===== src/core/kbc_map.svh =====
/*
 Constants of the keyboard command interpreter: command codes and ranges,
 answer codes, reset values and the host register map.
 Assumes inclusion by bare name from the package and both ends.
*/
`ifndef KBC_MAP_SVH
`define KBC_MAP_SVH

`define KBC_INVALID_HI  8'haa
`define KBC_CMD_ID      8'hab
`define KBC_CMD_EXT_ON  8'hac
`define KBC_CMD_EXT_OFF 8'had
`define KBC_CMD_LMP_ON  8'hae
`define KBC_CMD_LMP_OFF 8'haf
`define KBC_CMD_VOL     8'hb0
`define KBC_CMD_AR_ON   8'hb1
`define KBC_CMD_AR_OFF  8'hb2
`define KBC_CMD_LOCK    8'hb3
`define KBC_CMD_UNLOCK  8'hb4
`define KBC_RSV1_LO     8'hb5
`define KBC_RSV1_HI     8'hec
`define KBC_CMD_LEDS    8'hed
`define KBC_CMD_ECHO    8'hee
`define KBC_RSV2_LO     8'hef
`define KBC_RSV2_HI     8'hf2

`define KBC_ANS_ACK     8'hfa
`define KBC_ANS_RESEND  8'hfe
`define KBC_MODE_STD    8'h01
`define KBC_MODE_EXT    8'h02
`define KBC_VERSION_DEF 8'h01

`define KBC_VOL_OFF     8'h00
`define KBC_VOL_SOFT    8'h02
`define KBC_VOL_MED     8'h04
`define KBC_VOL_LOUD    8'h06
`define KBC_VOL_RST     2'h2
`define KBC_LED_CAPS    2
`define KBC_LED_NUM     1
`define KBC_LED_SCRL    0
`define KBC_VAL_CMD_BIT 7

`define KBC_REG_CMD     12'h000
`define KBC_REG_STAT    12'h004
`define KBC_REG_RX      12'h008
`define KBC_REG_CFG     12'h00c
`define KBC_ST_BUSY     0
`define KBC_ST_RXFULL   1
`define KBC_ST_REFUSED  2
`define KBC_ST_AWAIT    3
`define KBC_CFG_PASS    0

`endif


===== src/core/kbc_pkg.sv =====
/*
 Types shared by both ends of the keyboard command link.
 Assumes the constant header kbc_map.svh is on the include path.
*/
`include "kbc_map.svh"
package kbc_pkg;
	typedef enum logic [3:0] {
		CLS_INVALID, CLS_ID, CLS_EXT_ON, CLS_EXT_OFF, CLS_LMP_ON, CLS_LMP_OFF,
		CLS_VOL, CLS_AR_ON, CLS_AR_OFF, CLS_LOCK, CLS_UNLOCK, CLS_RSVD,
		CLS_LEDS, CLS_ECHO, CLS_OTHER
	} kbc_cls_t;

	typedef enum logic [1:0] {WT_NONE, WT_VOL, WT_LEDS} kbc_wait_t;
endpackage : kbc_pkg


===== src/core/kbc_link_if.sv =====
/*
 Byte link between host controller and keyboard: command bytes one way,
 answer and key bytes the other, each with a valid/ready handshake.
 Assumes both ends run on the same clock.
*/
`timescale 1ns/1ns
interface kbc_link_if;
	logic       cmd_valid;
	logic [7:0] cmd_data;
	logic       cmd_ready;
	logic       rsp_valid;
	logic [7:0] rsp_data;
	logic       rsp_ready;

	modport dev_mp (
		input  cmd_valid,
		input  cmd_data,
		output cmd_ready,
		output rsp_valid,
		output rsp_data,
		input  rsp_ready
	);

	modport host_mp (
		output cmd_valid,
		output cmd_data,
		input  cmd_ready,
		input  rsp_valid,
		input  rsp_data,
		output rsp_ready
	);
endinterface : kbc_link_if


===== src/core/kbc_cmd_decode.sv =====
/*
 Classifies one command byte into its command class.
 Purely combinational; the keyboard end registers everything around it.
*/
`timescale 1ns/1ns
`include "kbc_map.svh"
module kbc_cmd_decode
	import kbc_pkg::*;
(
	input  wire logic [7:0] code_i,
	output kbc_cls_t        cls_o
);
	always_comb
	begin
		cls_o = CLS_OTHER;
		if (code_i <= `KBC_INVALID_HI)
			cls_o = CLS_INVALID;
		else if (code_i >= `KBC_RSV1_LO && code_i <= `KBC_RSV1_HI)
			cls_o = CLS_RSVD;
		else if (code_i >= `KBC_RSV2_LO && code_i <= `KBC_RSV2_HI)
			cls_o = CLS_RSVD;
		else
		begin
			case (code_i)
				`KBC_CMD_ID:      cls_o = CLS_ID;
				`KBC_CMD_EXT_ON:  cls_o = CLS_EXT_ON;
				`KBC_CMD_EXT_OFF: cls_o = CLS_EXT_OFF;
				`KBC_CMD_LMP_ON:  cls_o = CLS_LMP_ON;
				`KBC_CMD_LMP_OFF: cls_o = CLS_LMP_OFF;
				`KBC_CMD_VOL:     cls_o = CLS_VOL;
				`KBC_CMD_AR_ON:   cls_o = CLS_AR_ON;
				`KBC_CMD_AR_OFF:  cls_o = CLS_AR_OFF;
				`KBC_CMD_LOCK:    cls_o = CLS_LOCK;
				`KBC_CMD_UNLOCK:  cls_o = CLS_UNLOCK;
				`KBC_CMD_LEDS:    cls_o = CLS_LEDS;
				`KBC_CMD_ECHO:    cls_o = CLS_ECHO;
				default:          cls_o = CLS_OTHER;
			endcase
		end
	end
endmodule : kbc_cmd_decode


===== src/core/kbc_dev.sv =====
/*
 Keyboard end of the command link: interprets host commands, keeps mode,
 lamps, keyclick volume, autorepeat and chord lock, queues answers and
 forwards key bytes from the scanner.
 Assumes the scanner and link partner share CORE_CLK_I; the chord press
 comes from a key pin and is synchronised here.
*/
`timescale 1ns/1ns
`include "kbc_map.svh"
module kbc_dev
	import kbc_pkg::*;
#(
	// Arbitrary neutral version value
	parameter logic [7:0] VERSION = `KBC_VERSION_DEF
)
(
	input  wire logic       CORE_CLK_I,
	input  wire logic       SYS_RST_I,
	kbc_link_if.dev_mp      LINK,
	input  wire logic       KEY_VALID_I,
	input  wire logic [7:0] KEY_CODE_I,
	output logic            KEY_READY_O,
	input  wire logic       CHORD_PRESS_I,
	output logic            EXT_MODE_O,
	output logic            EXT_MODE_LAMP_O,
	output logic            CAPITALS_LOCK_LAMP_O,
	output logic            NUMERIC_LOCK_LAMP_O,
	output logic            SCROLL_LOCK_LAMP_O,
	output logic [1:0]      CLICK_VOLUME_O,
	output logic            AUTOREPEAT_EN_O,
	output logic            CHORD_EN_O,
	output logic            SCANNING_O
);
	kbc_cls_t   cls;
	kbc_wait_t  wait_q;
	logic [7:0] ans_q [0:1];
	logic [1:0] ans_n_q;
	logic       acc;
	logic       is_val;
	logic       is_cmd;
	logic       pop;
	logic       key_load;
	logic       key_vld_q;
	logic [7:0] key_code_q;
	logic       ext_q;
	logic       lamp4_q;
	logic [2:0] leds_q;
	logic [1:0] vol_q;
	logic       ar_q;
	logic       chord_en_q;
	logic       chord_s1_q;
	logic       chord_s2_q;
	logic       chord_s3_q;
	logic       chord_hit;

	kbc_cmd_decode u_decode (
		.code_i (LINK.cmd_data),
		.cls_o  (cls)
	);

	// One byte at a time: a new command waits until all answers are out
	assign LINK.cmd_ready = (ans_n_q == 2'h0);
	assign acc            = LINK.cmd_valid && LINK.cmd_ready;
	// Value byte only while a two-byte command is pending
	assign is_val = acc && (wait_q != WT_NONE) && !LINK.cmd_data[`KBC_VAL_CMD_BIT];
	assign is_cmd = acc && !is_val;
	assign pop    = LINK.rsp_valid && LINK.rsp_ready;
	// Keys held back while a command is in progress or scanning is stopped
	assign key_load = key_vld_q && (ans_n_q == 2'h0) && !acc && (wait_q == WT_NONE);

	assign LINK.rsp_valid = (ans_n_q != 2'h0);
	assign LINK.rsp_data  = ans_q[0];
	assign KEY_READY_O    = !key_vld_q;
	assign SCANNING_O     = (wait_q == WT_NONE);

	assign EXT_MODE_O           = ext_q;
	assign EXT_MODE_LAMP_O      = lamp4_q;
	assign CAPITALS_LOCK_LAMP_O = leds_q[`KBC_LED_CAPS];
	assign NUMERIC_LOCK_LAMP_O  = leds_q[`KBC_LED_NUM];
	assign SCROLL_LOCK_LAMP_O   = leds_q[`KBC_LED_SCRL];
	assign CLICK_VOLUME_O       = vol_q;
	assign AUTOREPEAT_EN_O      = ar_q;
	assign CHORD_EN_O           = chord_en_q;

	// Answer queue, at most two bytes deep for the identify reply
	always_ff @(posedge CORE_CLK_I)
	begin
		if (SYS_RST_I)
		begin
			ans_n_q  <= 2'h0;
			ans_q[0] <= 8'h00;
			ans_q[1] <= 8'h00;
		end
		else if (is_val)
		begin
			ans_q[0] <= `KBC_ANS_ACK;
			ans_n_q  <= 2'h1;
		end
		else if (is_cmd)
		begin
			case (cls)
				CLS_INVALID:
				begin
					ans_q[0] <= `KBC_ANS_RESEND;
					ans_n_q  <= 2'h1;
				end
				CLS_ID:
				begin
					ans_q[0] <= VERSION;
					ans_q[1] <= ext_q ? `KBC_MODE_EXT : `KBC_MODE_STD;
					ans_n_q  <= 2'h2;
				end
				CLS_ECHO:
				begin
					ans_q[0] <= `KBC_CMD_ECHO;
					ans_n_q  <= 2'h1;
				end
				default:
				begin
					ans_q[0] <= `KBC_ANS_ACK;
					ans_n_q  <= 2'h1;
				end
			endcase
		end
		else if (key_load)
		begin
			ans_q[0] <= key_code_q;
			ans_n_q  <= 2'h1;
		end
		else if (pop)
		begin
			ans_q[0] <= ans_q[1];
			ans_n_q  <= ans_n_q - 2'h1;
		end
	end

	// Pending two-byte command; an aborting byte replaces it
	always_ff @(posedge CORE_CLK_I)
	begin
		if (SYS_RST_I)
			wait_q <= WT_NONE;
		else if (is_cmd)
		begin
			case (cls)
				CLS_VOL:  wait_q <= WT_VOL;
				CLS_LEDS: wait_q <= WT_LEDS;
				default:  wait_q <= WT_NONE;
			endcase
		end
		else if (is_val)
			wait_q <= WT_NONE;
	end

	// Scan mode and extended-mode lamp; a mode or lamp command beats a chord press
	always_ff @(posedge CORE_CLK_I)
	begin
		if (SYS_RST_I)
		begin
			ext_q   <= 1'b0;
			lamp4_q <= 1'b1;
		end
		else if (is_cmd && cls == CLS_EXT_ON)
		begin
			ext_q   <= 1'b1;
			lamp4_q <= 1'b0;
		end
		else if (is_cmd && cls == CLS_EXT_OFF)
		begin
			ext_q   <= 1'b0;
			lamp4_q <= 1'b1;
		end
		else if (is_cmd && cls == CLS_LMP_ON)
			lamp4_q <= 1'b1;
		else if (is_cmd && cls == CLS_LMP_OFF)
			lamp4_q <= 1'b0;
		else if (chord_hit)
			ext_q <= !ext_q;
	end

	// Lock lamps from the value byte; reserved bits ignored
	always_ff @(posedge CORE_CLK_I)
	begin
		if (SYS_RST_I)
			leds_q <= 3'h0;
		else if (is_val && wait_q == WT_LEDS)
			leds_q <= LINK.cmd_data[2:0];
	end

	// Keyclick volume; undefined values keep the old setting
	always_ff @(posedge CORE_CLK_I)
	begin
		if (SYS_RST_I)
			vol_q <= `KBC_VOL_RST;
		else if (is_val && wait_q == WT_VOL)
		begin
			case (LINK.cmd_data)
				`KBC_VOL_OFF:  vol_q <= 2'h0;
				`KBC_VOL_SOFT: vol_q <= 2'h1;
				`KBC_VOL_MED:  vol_q <= 2'h2;
				`KBC_VOL_LOUD: vol_q <= 2'h3;
				default:       vol_q <= vol_q;
			endcase
		end
	end

	// Autorepeat and chord lock
	always_ff @(posedge CORE_CLK_I)
	begin
		if (SYS_RST_I)
		begin
			ar_q       <= 1'b1;
			chord_en_q <= 1'b1;
		end
		else if (is_cmd)
		begin
			case (cls)
				CLS_AR_ON:  ar_q       <= 1'b1;
				CLS_AR_OFF: ar_q       <= 1'b0;
				CLS_LOCK:   chord_en_q <= 1'b0;
				CLS_UNLOCK: chord_en_q <= 1'b1;
				default:    chord_en_q <= chord_en_q;
			endcase
		end
	end

	// One-byte output buffer from the scanner; identify flushes it
	always_ff @(posedge CORE_CLK_I)
	begin
		if (SYS_RST_I)
		begin
			key_vld_q  <= 1'b0;
			key_code_q <= 8'h00;
		end
		else if (KEY_VALID_I && !key_vld_q)
		begin
			key_vld_q  <= 1'b1;
			key_code_q <= KEY_CODE_I;
		end
		else if (key_load || (is_cmd && cls == CLS_ID))
			key_vld_q <= 1'b0;
	end

	// Chord pin synchroniser and rising-edge detect
	always_ff @(posedge CORE_CLK_I)
	begin
		if (SYS_RST_I)
		begin
			chord_s1_q <= 1'b0;
			chord_s2_q <= 1'b0;
			chord_s3_q <= 1'b0;
		end
		else
		begin
			chord_s1_q <= CHORD_PRESS_I;
			chord_s2_q <= chord_s1_q;
			chord_s3_q <= chord_s2_q;
		end
	end

	assign chord_hit = chord_en_q && chord_s2_q && !chord_s3_q;
endmodule : kbc_dev


===== src/flat_wrapper.sv =====
// flat-port wrapper written by rule: the top's interface ports become plain ports
module kbc_dev_flat import kbc_pkg::*;
#(
	                                  
	parameter logic [7:0] VERSION = `KBC_VERSION_DEF
)
  (CORE_CLK_I, SYS_RST_I, KEY_VALID_I, KEY_CODE_I, KEY_READY_O, CHORD_PRESS_I, EXT_MODE_O, EXT_MODE_LAMP_O, CAPITALS_LOCK_LAMP_O, NUMERIC_LOCK_LAMP_O, SCROLL_LOCK_LAMP_O, CLICK_VOLUME_O, AUTOREPEAT_EN_O, CHORD_EN_O, SCANNING_O, LINK_cmd_valid, LINK_cmd_data, LINK_cmd_ready, LINK_rsp_valid, LINK_rsp_data, LINK_rsp_ready);
  kbc_link_if LINK_i ();
  input  wire logic CORE_CLK_I;
  input  wire logic SYS_RST_I;
  input  wire logic KEY_VALID_I;
  input  wire logic [7:0] KEY_CODE_I;
  output logic KEY_READY_O;
  input  wire logic CHORD_PRESS_I;
  output logic EXT_MODE_O;
  output logic EXT_MODE_LAMP_O;
  output logic CAPITALS_LOCK_LAMP_O;
  output logic NUMERIC_LOCK_LAMP_O;
  output logic SCROLL_LOCK_LAMP_O;
  output logic [1:0] CLICK_VOLUME_O;
  output logic AUTOREPEAT_EN_O;
  output logic CHORD_EN_O;
  output logic SCANNING_O;
  input wire logic [$bits(LINK_i.cmd_valid)-1:0] LINK_cmd_valid;
  input wire logic [$bits(LINK_i.cmd_data)-1:0] LINK_cmd_data;
  output wire logic [$bits(LINK_i.cmd_ready)-1:0] LINK_cmd_ready;
  output wire logic [$bits(LINK_i.rsp_valid)-1:0] LINK_rsp_valid;
  output wire logic [$bits(LINK_i.rsp_data)-1:0] LINK_rsp_data;
  input wire logic [$bits(LINK_i.rsp_ready)-1:0] LINK_rsp_ready;
  assign LINK_i.cmd_valid = LINK_cmd_valid;
  assign LINK_i.cmd_data = LINK_cmd_data;
  assign LINK_cmd_ready = LINK_i.cmd_ready;
  assign LINK_rsp_valid = LINK_i.rsp_valid;
  assign LINK_rsp_data = LINK_i.rsp_data;
  assign LINK_i.rsp_ready = LINK_rsp_ready;
  kbc_dev #(.VERSION(VERSION)) u_core (.CORE_CLK_I(CORE_CLK_I), .SYS_RST_I(SYS_RST_I), .LINK(LINK_i), .KEY_VALID_I(KEY_VALID_I), .KEY_CODE_I(KEY_CODE_I), .KEY_READY_O(KEY_READY_O), .CHORD_PRESS_I(CHORD_PRESS_I), .EXT_MODE_O(EXT_MODE_O), .EXT_MODE_LAMP_O(EXT_MODE_LAMP_O), .CAPITALS_LOCK_LAMP_O(CAPITALS_LOCK_LAMP_O), .NUMERIC_LOCK_LAMP_O(NUMERIC_LOCK_LAMP_O), .SCROLL_LOCK_LAMP_O(SCROLL_LOCK_LAMP_O), .CLICK_VOLUME_O(CLICK_VOLUME_O), .AUTOREPEAT_EN_O(AUTOREPEAT_EN_O), .CHORD_EN_O(CHORD_EN_O), .SCANNING_O(SCANNING_O));
endmodule

===== config.mk =====
export PLATFORM = sky130hd
export DESIGN_NAME = kbc_dev_flat
export DESIGN_NICKNAME = d
export VERILOG_FILES = /design/src/core/kbc_pkg.sv /design/src/core/kbc_link_if.sv /design/src/core/kbc_cmd_decode.sv /design/src/core/kbc_dev.sv /design/src/flat_wrapper.sv
export VERILOG_INCLUDE_DIRS = /design/src /design/src/core
export SDC_FILE = /design/constraint.sdc
export NUM_CORES = 1
export LEC_CHECK = 0
export ABC_AREA = 0
export BUFFER_PORTS_ARGS = -buffer_cell sky130_fd_sc_hd__buf_2
export CAP_MARGIN = 10
export CORE_MARGIN = 4
export CORE_UTILIZATION = 30
export DETAILED_ROUTE_END_ITERATION = 16
export PLACE_DENSITY = 0.47
export SETUP_SLACK_MARGIN = 0.15
export SYNTH_ARGS = -nofsm -noshare
export SYNTH_HDL_FRONTEND = slang
export SYNTH_SLANG_ARGS = --single-unit

===== constraint.sdc =====
create_clock -name CORE_CLK_I -period 3.21 [get_ports CORE_CLK_I]
set_input_delay 0.4815 -clock CORE_CLK_I [delete_from_list [all_inputs] [get_ports CORE_CLK_I]]
set_output_delay 0.4815 -clock CORE_CLK_I [all_outputs]
set_load 0.01 [all_outputs]

---- After elaboration in Yosys (flattened, before gate mapping) ----
Memories as Yosys holds them, arrays and structs flattened.
Index checks and enable logic that the tools add are counted.
Widths: inputs -> output; s select.
word-level totals
  memories kept ........................... 1
  output and inout port bits .............. 21
  logic and storage cells ................. 179
  bits of input ports ..................... 22
  memory bits (writable) .................. 16
  register bits after elaboration ......... 25
memories
  name          words  width  rd ports  clocked after memory_dff  write ports  line           source
  u_core.ans_q  2      8      2         0                         2            kbc_dev.sv:36  logic [7:0] ans_q [0:1];
operators by class
  $add $sub $neg .......................... 1
  $lt $le $gt $ge ......................... 5
  reductions and logical operators ........ 48
  equal/unequal tests ..................... 31
  multiplexer cells ....................... 71
  bitwise operators ....................... 8
operators by type and width
  kind                number
  $eq 8x8->1 const B  12
  $mux 8              8
  $mux 1              48
  $pmux 4 s12         1
  $le 8x8->1 const B  3
  $eq 4x4->1 const B  5
  $logic_and 1x1->1   20
  $eq 4x3->1 const B  4
  $eq 8x3->1 const B  2
  $ge 8x8->1 const B  2
  $mux 2              7
  $mux 4              3
  $reduce_bool 2->1   6
  $reduce_bool 4->1   3
  $eq 4x2->1 const B  2
  $eq 8x2->1 const B  1
  $logic_not 8->1     1
  $or 1x1->1          8
  $pmux 2 s4          1
  $logic_not 1->1     6
  $ne 3x1->1 const B  2
  $reduce_and 2->1    3
  $reduce_bool 3->1   2
  $eq 4x1->1 const B  1
  other kinds (11)    13

---- Logic depth before layout (Yosys ltp) ----
Gate-level depths: netlist of the first run.
  word-level depth ........................ 17
  gate-level depth with buffers ........... 9
  mapped depth without buffers ............ 8

---- Hierarchy ----
From an unflattened synthesis of the first run, not the netlist that was laid out.
second synthesis, totals
  cells, all modules ...................... 242
  area total of the unflattened synthesis .. 2035.7 um2
modules (own cells, without submodules)
  module          sequential area each (um2)  cells an instance  instances  area an instance (um2)
  kbc_dev         800.8                       189                1          1691.6
  kbc_cmd_decode  0.0                         53                 1          344.1

---- Worst setup path before layout of the first run ----
OpenSTA, ideal clock, no wires.
  path kind ............................... input to register
  start ................................... in LINK_cmd_data[6]
  end ..................................... mem u_core.ans_q[0][0] (enable)
  path buffers ............................ 1
  setup time .............................. 0.337 ns
  stages .................................. 8
  arrival ................................. 2.147 ns
  slack ................................... 0.726 ns
  required time ........................... 2.873 ns
  path through ............................ buf_2 > nand3b_4 > or2_1 > o31a_2 > o311ai_2 > and4b_4 > nor2_1 > nand3_1
RTL lines
  item         line                source
  from (decl)  flat_wrapper.sv:25  input wire logic [$bits(LINK_i.cmd_data)-1:0] LINK_cmd_data;
  to (decl)    kbc_dev.sv:36

==> results.toml, run 1 <==
[synthesis]
synth-simple-area-share = 0.274
ys_seq_area_frac = 0.408
syn_inst = 231
syn_area_um2 = 1960
synthDistinctLibCells = 54
synthMuxAreaShare = 0.0306
synth-seq-cells = 35
ys_top_cells_by_area = "dfxtp_1, edfxtp_1, nand2_1"
syn_avg_cell_area_um2 = 8.49
synth_compound_area_frac = 0.225
synth_edf_count = 10
ys_warn_count = 0
ys_top_cells_by_count = "nand2_1, dfxtp_1, a21oi_1"
synthFlopType = "dfxtp_1"
synth_top_family_by_area = "simple AND/OR/NAND/NOR gates"
synthAdderAreaFrac = 0.00638
yosysMostFrequentCell = "nand2_1"
synth_xor_area_frac = 0.0134
synth_nets = 254
async_flop_share = 0
yosys.area.top_type = "dfxtp_1"
synth_top_area_share = 0.255

[drt]
wl_per_cell_um = 14.7
antenna_left = 0
drtIter0Drc = 117
wl_met2_um = 2150
top_layer_used = "met4"
drc = 0
firstDrtPassIters = 4
vias_per_cell = 5.15
wl_met3_um = 275
vias = 1807
routed_wl_um = 5140
wl_met1_um = 2620

[run]
maxCapViolCount = 0

[die]
die_area_um2 = 7890
start_util = 0.309
io_pins = 43
core.rowCount = 29
core_area_um2 = 6350
die_w_um = 88.8
die_h_um = 88.8

[cells_and_area]
nFillCells = 664
num-nets-final = 296
drive_above_1_share = 0.226
antennaDiodeCount = 0
areaGrowthSynthToFinish_pct = 19.7

[grt]
grt_pass1_wl_um = 8290
globalRouteOverflowTotal = 0
track_usage = 0.137
grt_max_degree = 30
grt_pass1_vias = 1644
antenna_found_initial = 0

[clock_tree]
clkSinkCount = 35
cts_resized = 0
cts_buffers = 5
worst_skew_pair.late_latency_ns = 0.28
clk_path_buf_depth = 2
cts_hold_buffers = 0
root_buffer = "clkbuf_8"
cts_setup_buffers = 0
cts-htree-levels = 2
cts_tree = "yes"
cts.clk_slew.worst_paths_ns = 0.07

[sta]
period_share = 0.794
max_slew_margin = 0.577
fin_crit_ns = 2.55
worst_slew_pin_slew_ns = 0.632
setup_viol = 0
rsz0062_at_grt = "false"
hold_viol_final = 0
slew_viol_final = 0
skew_ns = 0.00207
worst_hold_slack_ns = 0.405
clock.fmax_mhz = 392
tns_ns = 0

[pwr]
p_clk_frac = 0.294
leakagePower_nw = 0.922
switching_share = 0.315
power.density_nw_per_um2 = 557
comb_power_share = 0.288
seqPwrFrac = 0.418
p_sw_uw = 412
power_mw = 1.31
ir_drop_uv = 284
intPower_uw = 896

[hold_path]
hold_class = "primary input to flip-flop"
whs_path_depth = 2
hold_path_end = "u_core.chord_s1_q"
hp-start = "CHORD_PRESS_I"

[setup_path]
crit_fanout = 10
arrival_ns = 2.50
worst_setup_path_end_kind = "flip-flop"
r2r_start = "u_core.ans_n_q[0]"
r2r_slack_ns = 0.66
timing.rr.end = "u_core.ans_q[0][2]"
cp-start-kind = "flip-flop"
worstSetupPathType = "flip-flop to flip-flop"
cp.required_ns = 3.16
r2r_cells = 8

[outcome]
status = "finished, final reports clean"

[place]
place.gp.congestion = 0.860
portBuffers = 42
place_hpwl_um = 3810
registers in the layout (all words and copies together), names as in the netlist, 2 cells and up:
name,cells
u_core.CLICK_VOLUME_O,2
u_core.ans_n_q,2
u_core.ans_q,10
u_core.key_code_q,8
u_core.leds_q,3
u_core.wait_q,2
stage by stage:
step           area [um^2]  cells  setup WS [ns]  utilization
3_5_place_dp          2240    343          0.437        0.353
3_3_place_gp          2240    343          0.394        0.353
2_1_floorplan         1960    231          0.726            -
6_report              2350    351          0.660        0.369
4_1_cts               2350    351          0.658        0.369
5_1_grt               2350    351          0.415        0.369
cell type report:
cell class	instances	area, um^2	share of cell area
Clock buffer	7	76.3	0.0325
Clock inverter	1	30.0	0.0128
Inverter	9	33.8	0.0144
Multi-Input combinational cell	177	1080	0.459
Sequential cell	35	801	0.341
Tap cell	77	96.3	0.0411
Timing Repair Buffer	45	233	0.0992
worst max-delay path by stage:
stage                 startpoint            endpoint  cells past startpoint
6_report       u_core.ans_n_q[0]  u_core.ans_q[0][2]                      8
2_1_floorplan   LINK_cmd_data[6]  u_core.ans_q[0][0]                      8
3_3_place_gp    LINK_cmd_data[2]  u_core.ans_q[0][3]                      8
3_5_place_dp    LINK_cmd_data[4]  u_core.ans_q[0][3]                      8
4_1_cts        u_core.ans_n_q[0]  u_core.ans_q[0][3]                      8
5_1_grt        u_core.ans_n_q[0]  u_core.ans_q[0][2]                      7
power groups by stage:
stage | Clock [mW] | Combinational [mW] | Sequential (mW)
floorplan | 0 | 0.231 | 0.573
global placement | 0 | 0.379 | 0.558
detailed placement | 0 | 0.377 | 0.558
CTS | 0.395 | 0.379 | 0.548
global route | 0.413 | 0.429 | 0.554
finish | 0.384 | 0.377 | 0.547
cells in the final DEF (no fill, tap or decap), types with 6 or more instances in the layout:
cell type and instances:
a21oi_1 22, nand2b_1 6, nor2_1 19, o21ai_0 11, mux2i_1 6, buf_2 42
nor2b_1 8, edfxtp_1 10, inv_1 9, dfxtp_1 25, nand2_1 36, nor3_1 8
nand3_1 6
critical path, cell delays in order, from the launching register on:
cell      delay, ns
dfxtp_1        0.31
inv_1          0.07
ha_1           0.26
nand2_1        0.25
o21bai_2       0.37
o21bai_1       0.20
and4b_4        0.37
nor2_1         0.06
nand3_1        0.31
cells by family after synthesis:
kind of cell	count (synthesis)
and+or+nand+nor	102
AOI/OAI and AO/OA	65
DFF	35
buffers and inverters	19
muxes	6
xor gates and xnor gates	3
adders and majority gates	1
per-layer routing:
layer | up-vias | GRT usage
li1 | 928 | -
met1 | 814 | 0.204
met2 | 57 | 0.188
met3 | 8 | 0.0289
met4 | 0 | 0.0549
met5 | - | 0
Note: power is estimated with default switching activity, not from simulation.
==> inputs of run 2 (changes only) <==
Settings changed: PLACE_DENSITY 0.47 to 0.49.
Clock period 3.21 ns to 2.3 ns, I/O delays scaled along.
==> run 2 against run 1 <==
Against the previous run: sequential power rose by 39%; sequential share of layout area down 3.5 points; total power is 48% higher; hold slack got worse by 0.14 ns; largest power group unchanged; global-route usage is 1.0 points higher; count of clock-buffer cells in the layout down 2; via count rose by 6.6%.
==> results.toml, run 2 (same netlist as run 1, synthesis figures left out) <==
[outcome]
status = "finished, final reports clean"

[grt]
globalRouteOverflowTotal = 0
grt_pass1_vias = 1817
antenna_found_initial = 0
grt_max_degree = 19
grt_pass1_wl_um = 8940
track_usage = 0.147

[drt]
routed_wl_um = 5350
drc = 0
drtIter0Drc = 93
vias_per_cell = 5.11
wl_per_cell_um = 14.2
firstDrtPassIters = 4
vias = 1926
antenna_left = 0

[die]
die_w_um = 88.8
start_util = 0.309
die_area_um2 = 7890
core.rowCount = 29
die_h_um = 88.8
core_area_um2 = 6350
io_pins = 43

[setup_path]
cp-start-kind = "primary input"
cp.required_ns = 2.32
worstSetupPathType = "primary input to flip-flop"
slowest_stage = "or3b_1"
crit_chain = "buf_2 > or3b_1 > buf_4 > o32ai_1 > buf_4 > o311ai_4 > and4b_4 > nor2_4 > nand3_4"
crit_fanout = 9
path_buf_inv = 3
arrival_ns = 2.07
cp_slowest_stage_delay_ns = 0.40
worst_setup_path_end_kind = "flip-flop"
crit_family = "simple AND/OR/NAND/NOR gates"
cpMostUsedCell = "buf_4"

[sta]
rsz0062_at_grt = "false"
max_slew_margin = 0.656
worst_hold_slack_ns = 0.263
period_share = 0.895
clock.fmax_mhz = 486
skew_ns = 0.00593
slew_viol_final = 0
worst_slew_pin_slew_ns = 0.515
fin_crit_ns = 2.06
setup_viol = 0
hold_viol_final = 0

[clock_tree]
cts_setup_buffers = 0
cts_tree = "yes"
clk_path_buf_depth = 2
cts-htree-levels = 2
cts.clk_slew.worst_paths_ns = 0.08
worst_skew_pair.late_latency_ns = 0.29
cts_buffers = 5
clkSinkCount = 35
root_buffer = "clkbuf_8"
cts_hold_buffers = 0

[pwr]
power.density_nw_per_um2 = 738
power_mw = 1.93
ir_drop_uv = 330
leakagePower_nw = 1.07

[cells_and_area]
largest_reg_flops = 10
final_common_cell = "buf_2"
reg_top3 = "u_core.ans_q (10), u_core.key_code_q (8), u_core.leds_q (3)"
drive_above_1_share = 0.323
areaGrowthSynthToFinish_pct = 33.4
final_cell_mix = "buf_2, nand2_1, buf_4, dfxtp_1, a21oi_1"
num-nets-final = 322
antennaDiodeCount = 0
largest_register = "u_core.ans_q"
nFillCells = 654

[place]
place_hpwl_um = 4140
place.gp.congestion = 0.839
portBuffers = 42

[run]
maxCapViolCount = 0

[hold_path]
hold_class = "primary input to flip-flop"
==> run 2: cell types whose count changed in the layout (fill, tap and decap cells not counted), sizes merged <==
cell	delta
buf	+26
clkbuf	-2
clkinv	+2
==> run 2: power by group <==
part           switching [mW]  leakage (nW)  internal [mW]
Clock                   0.239        0.0581          0.323
Sequential             0.0287         0.309          0.732
Combinational           0.352         0.706          0.255
==> run 2: layout make-up <==
cell class	instances	area [um^2]	share of cell area
flip-flops and latches	35	801	0.306
well taps	77	96.3	0.0368
repair buffers	71	428	0.164
multi-input cells	177	1140	0.437
clock buffers	5	68.8	0.0263
clock inverters	3	43.8	0.0167
inverters	9	33.8	0.0129
==> run 2: path summary, 6_finish.rpt <==
kind	startpoint	end	slack [ns]	cells after the start
setup / recovery	LINK_cmd_data[4]	u_core.ans_q[0][6]	0.24	9
hold / removal	CHORD_PRESS_I	u_core.chord_s1_q	0.26	2
setup reg to reg	u_core.ans_n_q[0]	u_core.ans_q[0][6]	0.33	8
hold reg to reg	u_core.chord_s1_q	u_core.chord_s2_q	0.44	1
==> run 2: metrics by stage <==
step / util / area (um^2) / std cells / setup WS [ns] / TNS [ns]
CTS: 0.411 / 2610 / 377 / 0.242 / 0
global route: 0.412 / 2620 / 377 / 0.166 / 0
floorplan: - / 2030 / 231 / 0.152 / 0
global placement: 0.394 / 2500 / 369 / 0.00766 / 0
finish: 0.412 / 2620 / 377 / 0.242 / 0
detailed placement: 0.394 / 2500 / 369 / -0.0650 / -0.518
==> run 2: worst reg2reg max path: stages (launching register included) <==
cell and delay [ns]:
dfxtp_1 0.31, inv_1 0.07, ha_2 0.24, nand2_1 0.08, o21bai_2 0.25, o21bai_1 0.19
and4b_4 0.35, nor2_4 0.05, nand3_4 0.14
==> run 2: layer usage <==
metal / GRT usage / part of all wire
met5: 0 / 0
met4: 0.0481 / 0.014
met3: 0.0335 / 0.044
met2: 0.212 / 0.42
met1: 0.215 / 0.52
==> run 2: what timing repair did <==
action,4_1_cts,5_1_grt
gates resized for setup,0,1
setup endpoints to repair,0,5
hold endpoints to repair,0,0
